$ cat src/core/intc_params.svh
// Constants for the two-level interrupt controller: register map, bit layout, reset values.
// Assumes a 32-bit AXI4-Lite register port with 8 decoded address bits.
`ifndef INTC_PARAMS_SVH
`define INTC_PARAMS_SVH

// ****************************************
// Register byte offsets
// ****************************************
`define ADDR_W          8
`define REG_NORM_SIG    8'h00
`define REG_NORM_EN     8'h04
`define REG_NORM_CLR    8'h08
`define REG_NORM_STA    8'h0c
`define REG_FAST_SIG    8'h10
`define REG_FAST_EN     8'h14
`define REG_FAST_CLR    8'h18
`define REG_FAST_STA    8'h1c
`define REG_PROG_CFG    8'h20

// ****************************************
// Bit layout
// ****************************************
`define AGG_BIT         0
`define PROG_BIT        1
`define SRC_LO          2
`define SRC_HI          24
`define EXT_A_BIT       15
`define EXT_B_BIT       18
`define CFG_NORM_BIT    1
`define CFG_FAST_BIT    2
`define EN_IMPL_MASK    32'h01fffffc
`define EN_RESET        32'h00000000
`define CFG_RESET       2'h0

// ****************************************
// Bus answers
// ****************************************
`define RESP_OKAY       2'h0
`define RESP_SLVERR     2'h2

`endif

$ cat src/core/intc_pkg.sv
// Types for the two-level interrupt controller: bus carriers and the state record.
// Assumes intc_params.svh is on the include path.
`include "intc_params.svh"

package intc_pkg;

	typedef struct packed {
		logic [`ADDR_W-1:0] awaddr;
		logic               awvalid;
		logic [31:0]        wdata;
		logic [3:0]         wstrb;
		logic               wvalid;
		logic               bready;
		logic [`ADDR_W-1:0] araddr;
		logic               arvalid;
		logic               rready;
	} axi_req_t;

	typedef struct packed {
		logic        awready;
		logic        wready;
		logic        bvalid;
		logic [1:0]  bresp;
		logic        arready;
		logic        rvalid;
		logic [31:0] rdata;
		logic [1:0]  rresp;
	} axi_rsp_t;

	typedef struct packed {
		logic [31:0]        nen;
		logic [31:0]        fen;
		logic [2:1]         cfg;
		logic               aw_full;
		logic [`ADDR_W-1:0] aw_addr;
		logic               w_full;
		logic [31:0]        w_data;
		logic [3:0]         w_strb;
		axi_rsp_t           rsp;
		logic               normal_irq;
		logic               fast_irq;
	} state_t;

endpackage : intc_pkg

$ cat src/core/dual_level_interrupt_controller.sv
// Two-level interrupt controller: raw, enable, enable-clear and status views per line.
// Assumes request inputs synchronous to clk and an AXI4-Lite master on the register port.

`include "intc_params.svh"

module dual_level_interrupt_controller (
	// Clock, reset, enable
	input  wire logic               clk,
	input  wire logic               rst_n,
	input  wire logic               ce,
	// Request sources
	input  wire logic [`SRC_HI:`SRC_LO] periph_req,
	input  wire logic               external_request_pin_a,
	input  wire logic               external_request_pin_b,
	// Register port
	input  wire intc_pkg::axi_req_t bus_req,
	output intc_pkg::axi_rsp_t      bus_rsp,
	// Processor core lines
	output logic                    normal_interrupt_request,
	output logic                    fast_interrupt_request
);

	// ****************************************
	// Source vector
	// ****************************************
	intc_pkg::state_t st;
	intc_pkg::state_t nx;
	logic [31:0]      src;
	logic [31:0]      byte_mask;

	genvar gi;
	generate
		for (gi = 0; gi < 32; gi++) begin : g_src
			if (gi == `EXT_A_BIT) begin : g_a
				assign src[gi] = external_request_pin_a;
			end else if (gi == `EXT_B_BIT) begin : g_b
				assign src[gi] = external_request_pin_b;
			end else if (gi >= `SRC_LO && gi <= `SRC_HI) begin : g_p
				assign src[gi] = periph_req[gi];
			end else begin : g_z
				// Aggregate and programmed positions are filled below, not by a source
				assign src[gi] = 1'b0;
			end
		end
		for (gi = 0; gi < 4; gi++) begin : g_strb
			assign byte_mask[gi*8 +: 8] = {8{st.w_strb[gi]}};
		end
	endgenerate

	// ****************************************
	// State and views
	// ****************************************
	logic [31:0] norm_sig;
	logic [31:0] norm_sta;
	logic [31:0] fast_sig;
	logic [31:0] fast_sta;
	logic [31:0] fast_hi;
	logic        fast_agg;
	logic [31:0] wmask;
	logic        wr_go;
	logic        wr_hit;
	logic        rd_hit;
	logic [31:0] rd_val;

	always_comb begin
		// Status is raw request qualified by the mask, plus unmaskable programmed bit and the fast aggregate at bit 0
		fast_hi = (src & st.fen) | ({31'h0, st.cfg[`CFG_FAST_BIT]} << `PROG_BIT);
		fast_agg = |fast_hi[31:1];
		fast_sta = fast_hi | {31'h0, fast_agg};
		fast_sig = src | ({31'h0, st.cfg[`CFG_FAST_BIT]} << `PROG_BIT) | {31'h0, fast_agg};
		norm_sta = (src & st.nen) | ({31'h0, st.cfg[`CFG_NORM_BIT]} << `PROG_BIT)
			| {31'h0, fast_agg};
		norm_sig = src | ({31'h0, st.cfg[`CFG_NORM_BIT]} << `PROG_BIT) | {31'h0, fast_agg};
	end

	// ****************************************
	// Next state
	// ****************************************
	always_comb begin
		nx = st;
		wmask = st.w_data & byte_mask & `EN_IMPL_MASK;
		wr_go = st.aw_full && st.w_full && !st.rsp.bvalid;
		wr_hit = 1'b1;
		rd_hit = 1'b1;
		rd_val = 32'h0;

		// Address and data are taken independently, in either order
		if (bus_req.awvalid && st.rsp.awready) begin
			nx.aw_full = 1'b1;
			nx.aw_addr = bus_req.awaddr;
		end
		if (bus_req.wvalid && st.rsp.wready) begin
			nx.w_full = 1'b1;
			nx.w_data = bus_req.wdata;
			nx.w_strb = bus_req.wstrb;
		end
		if (st.rsp.bvalid && bus_req.bready) begin
			nx.rsp.bvalid = 1'b0;
		end

		// Enable writes set bits on their own line and clear them on the other; zero bits change nothing, so no read-modify-write
		if (wr_go) begin
			if (st.aw_addr == `REG_NORM_EN) begin
				nx.nen = st.nen | wmask;
				nx.fen = st.fen & ~wmask;
			end else if (st.aw_addr == `REG_FAST_EN) begin
				nx.fen = st.fen | wmask;
				nx.nen = st.nen & ~wmask;
			end else if (st.aw_addr == `REG_NORM_CLR) begin
				nx.nen = st.nen & ~wmask;
			end else if (st.aw_addr == `REG_FAST_CLR) begin
				nx.fen = st.fen & ~wmask;
			end else if (st.aw_addr == `REG_PROG_CFG) begin
				if (st.w_strb[0]) begin
					nx.cfg = st.w_data[`CFG_FAST_BIT:`CFG_NORM_BIT];
				end
			end else if (st.aw_addr == `REG_NORM_SIG || st.aw_addr == `REG_NORM_STA
				|| st.aw_addr == `REG_FAST_SIG || st.aw_addr == `REG_FAST_STA) begin
				// Read-only views ignore writes but answer OKAY
				wr_hit = 1'b1;
			end else begin
				wr_hit = 1'b0;
			end
			nx.aw_full = 1'b0;
			nx.w_full = 1'b0;
			nx.rsp.bvalid = 1'b1;
			nx.rsp.bresp = wr_hit ? `RESP_OKAY : `RESP_SLVERR;
		end

		// Register decode for reads; the clear registers read as zero
		if (bus_req.araddr == `REG_NORM_SIG) begin
			rd_val = norm_sig;
		end else if (bus_req.araddr == `REG_NORM_EN) begin
			rd_val = st.nen;
		end else if (bus_req.araddr == `REG_NORM_CLR) begin
			rd_val = 32'h0;
		end else if (bus_req.araddr == `REG_NORM_STA) begin
			rd_val = norm_sta;
		end else if (bus_req.araddr == `REG_FAST_SIG) begin
			rd_val = fast_sig;
		end else if (bus_req.araddr == `REG_FAST_EN) begin
			rd_val = st.fen;
		end else if (bus_req.araddr == `REG_FAST_CLR) begin
			rd_val = 32'h0;
		end else if (bus_req.araddr == `REG_FAST_STA) begin
			rd_val = fast_sta;
		end else if (bus_req.araddr == `REG_PROG_CFG) begin
			rd_val = {29'h0, st.cfg, 1'b0};
		end else begin
			rd_hit = 1'b0;
		end

		if (st.rsp.rvalid && bus_req.rready) begin
			nx.rsp.rvalid = 1'b0;
		end
		if (bus_req.arvalid && st.rsp.arready) begin
			nx.rsp.rvalid = 1'b1;
			nx.rsp.rdata = rd_val;
			nx.rsp.rresp = rd_hit ? `RESP_OKAY : `RESP_SLVERR;
		end

		// One transaction of each kind in flight; ready drops while a slot is occupied
		nx.rsp.awready = !nx.aw_full;
		nx.rsp.wready = !nx.w_full;
		nx.rsp.arready = !nx.rsp.rvalid;

		// Only two request kinds reach the core, both registered for a glitch-free line
		nx.normal_irq = |norm_sta;
		nx.fast_irq = fast_agg;
	end

	always_ff @(posedge clk or negedge rst_n) begin
		if (!rst_n) begin
			st <= '0;
		end else if (ce) begin
			st <= nx;
		end
	end

	assign bus_rsp = st.rsp;
	assign normal_interrupt_request = st.normal_irq;
	assign fast_interrupt_request = st.fast_irq;
endmodule : dual_level_interrupt_controller

$ cat config.mk
export PLATFORM = sky130hd
export DESIGN_NAME = dual_level_interrupt_controller
export DESIGN_NICKNAME = d
export VERILOG_FILES = /design/src/core/intc_pkg.sv /design/src/core/dual_level_interrupt_controller.sv
export VERILOG_INCLUDE_DIRS = /design/src /design/src/core
export SDC_FILE = /design/constraint.sdc
export NUM_CORES = 1
export LEC_CHECK = 0
export BUFFER_PORTS_ARGS = -buffer_cell sky130_fd_sc_hd__buf_2
export CORE_MARGIN = 10
export CORE_UTILIZATION = 49
export CTS_BUF_LIST = sky130_fd_sc_hd__clkbuf_4
export DETAILED_ROUTE_END_ITERATION = 10
export HOLD_SLACK_MARGIN = 0.15
export PLACE_DENSITY = 0.84
export REMOVE_ABC_BUFFERS = 1
export SYNTH_ARGS = -nofsm -noshare
export SYNTH_HDL_FRONTEND = slang
export SYNTH_SLANG_ARGS = --single-unit
export TNS_END_PERCENT = 10
$ cat constraint.sdc
create_clock -name clk -period 4.9 [get_ports clk]
set_input_delay 0.98 -clock clk [delete_from_list [all_inputs] [get_ports clk]]
set_output_delay 0.98 -clock clk [all_outputs]
set_load 0.1 [all_outputs]
==> results by group <==
Route
  – Vias: 5105
  – Total Routed Length: 16300 um
  – Routed WL per cell: 18.8 um
  – Routed Antenna Nets: 0
  – Residual DRC count: 1
  – Vias/cell: 5.90
  – Drt pass-1 iters: 9
  – DR iter-0 viols: 626

Logic synthesis
  – Synth Area in Simple Gates: 0.146
  – Yosys top cell area share: 0.489
  – Post-synth EDFFs: 0
  – Post-Synth Adder-Cell Area: 0
  – Post-synthesis mux area share: 0.117
  – Dominant cell type by area after synthesis: dfrtp_1
  – Netlist cell types: 56
  – Top cells by area, synth: dfrtp_1 (49%), mux2_2 (11%), buf_4 (5.1%), nand2_1 (5.1%), a22oi_1 (4.3%)
  – Area of the mapped netlist: 0.00614 sq mm
  – Gate Count Post-Synth: 618
  – Warnings, synthesis: 0
  – Xor/xnor share of the synthesized area: 0
  – Seq/Total Area, Yosys: 0.489
  – Largest family of logic cells by synthesized area: compound AO/OA/AOI/OAI gates
  – Synth Flop Type: dfrtp_1
  – Synth Area per Inst: 9.93 sq um
  – Flops & latches, synth: 120
  – Fraction of registers with async set/reset: 1.00
  – Synth Area in Compound Gates: 0.167

Final layout
  – FILL cells: 1031
  – Layout area overhead: 10.6%
  – NumNets Final: 766
  – Share of layout cells above drive strength 1: 0.316
  – Most common cell after layout, fill and taps aside: dfrtp_1
  – Multi-input logic area: 0.00267 sq mm
  – Register area: 0.00300 sq mm
  – Commonest cells after routing, fill and taps aside: dfrtp_1 (120), buf_2 (107), nand2_1 (84), mux2_2 (59), o21ai_0 (43)

Timing
  – Final setup violation count: 0
  – Worst-Margin Slew: 0.724 ns
  – Setup TNS: 0 ns
  – Min cycle time layout: 2.55 ns
  – Slew margin rel.: 0.516
  – Final Hold Viols: 0
  – Slew Viols, Final: 0
  – RSZ-0062 raised after global routing: no
  – Tcrit/Tclk final: 0.521
  – Final WS setup: 2.35 ns
  – Final Hold Slack: 0.411 ns
  – Final setup skew: 0.0179 ns
  – Fmax: 392 MHz

Clock network
  – Clock sink count: 120
  – Clk slew on worst S/H paths: 0.09 ns
  – CTS root buffer: clkbuf_4
  – CTS tree: built
  – Total CTS buffers: 17
  – Worst-Skew Late Latency: 0.52 ns
  – Worst-case clock buffer depth: 2
  – Resized cells post-CTS: 0
  – Post-CTS Hold Fix Bufs: 0
  – H-tree level count: 4
  – Setup Fix Bufs, Post-CTS: 0

Global route
  – Initial antenna violation count: 3
  – Largest net degree at the start of global routing: 52
  – First-pass GRT wire length: 26800 um
  – GR Overflow Total: 0
  – Number of global-route vias before repair: 5090
  – Tot GR Track Use: 0.188

Die
  – Core area: 0.0122 sq mm
  – Boundary Pins: 128
  – Row count: 40
  – Width of the chip: 132 um
  – Die H: 132 um
  – Initial cell density of the core: 0.505
  – Die ar.: 0.0174 sq mm

Setup path
  – CP required: 5.32 ns
  – R2r setup slk: 2.82 ns
  – Crit start category: input pin
  – Slowest cell delay on critical path: 0.59 ns
  – Cells on worst reg2reg path: 5
  – Crit-path cells: buf_2, nor4_1, nand2b_1, nor2_2, a22oi_1, o21ai_0
  – Crit path max fanout: 27
  – Critical Path AT: 2.97 ns
  – Slowest cell on the critical path: nor2_2
  – Crit Path Class: in2reg
  – Crit end category: register
  – Crit Reg-Reg Startpoint: bus_rsp[38]$_DFFE_PN0P_

Placement
  – Detailed placer's ending HPWL: 12200 um
  – Final GP Congestion: 0.953
  – Port buffer count: 108
  – Pre-CTS WS: 1.91 ns

Power and ir drop
  – Pleak: 3.05 nW
  – Pwr per Cell Area: 413 mW/mm^2
  – Peak supply drop: 0.000185 V
  – Total power draw: 2.80 mW

Outcome
  – Violations in the final reports: design-rule violations
  – Run status: finished with violations

Flow run
  – Max-cap check violation count: 0

Worst hold path
  – Min-delay worst type: in2async
-- cell type report --
class / instances / share of cell area
inverter: 6 / 0.00332
clock inverter: 11 / 0.0192
antenna: 3 / 0.00111
clock buffer: 21 / 0.0232
tap: 168 / 0.0310
sequential: 120 / 0.442
timing repair buffer: 114 / 0.0866
multi-input combinational: 422 / 0.394
-- cell families after synthesis --
kind of cell / count (synthesis)
compound gates: 158
flops: 120
other cells: 1
mux: 64
buf+inv: 84
simple gates: 191
-- worst max-delay path, delay by kind of cell --
kind	cells	cell delay, ns
buf+inv	1	0.27
compound gates	2	0.45
simple gates	3	1.26
-- Yosys cell counts, types with 3 or more instances --
| cell | count |
|---|---|
| and3_1 | 5 |
| buf_2 | 10 |
| a22oi_1 | 35 |
| mux2_1 | 3 |
| nor3_1 | 21 |
| a21oi_1 | 33 |
| dfrtp_1 | 120 |
| o21ai_0 | 43 |
| nand4_1 | 6 |
| mux2_2 | 59 |
| nand3_1 | 26 |
| clkbuf_1 | 23 |
| o22ai_1 | 18 |
| or2_2 | 3 |
| inv_1 | 5 |
| nor2_1 | 28 |
| buf_4 | 42 |
| nand2b_1 | 4 |
| nand2_1 | 84 |
| o21ai_1 | 4 |
| o221ai_1 | 3 |
-- layer usage --
metal	part of all wire	vias up	GRT usage
li1	-	2318	-
met1	0.38	2426	0.232
met2	0.47	303	0.295
met3	0.11	58	0.0511
met4	0.037	0	0.0952
met5	0	-	0
-- worst max-delay path by stage --
stage / start / endpoint / cells after the start
2_1_floorplan: bus_rsp[35]$_DFFE_PN0P_ / bus_rsp[5]$_DFFE_PN0P_ / 4
3_3_place_gp: bus_req[3] / bus_rsp[8]$_DFFE_PN0P_ / 6
3_5_place_dp: bus_req[6] / bus_rsp[20]$_DFFE_PN0P_ / 6
4_1_cts: bus_req[6] / bus_rsp[20]$_DFFE_PN0P_ / 6
5_1_grt: bus_req[6] / bus_rsp[20]$_DFFE_PN0P_ / 6
6_report: bus_req[6] / bus_rsp[20]$_DFFE_PN0P_ / 6
-- stage by stage --
stage	std cells	utilization	area, sq um
floorplan	548	-	5700
global placement	830	0.534	6500
CTS	862	0.558	6780
detailed placement	830	0.534	6500
finish	865	0.558	6790
global route	865	0.558	6790
-- where the power goes --
part	internal [mW]	leakage [nW]	total, mW	switching, mW
logic	0.248	1.32	0.723	0.475
clock network	0.369	0.162	0.711	0.342
registers	1.18	1.57	1.37	0.189
total	1.80	3.05	2.80	1.01
(Power assumes the default switching activity.)
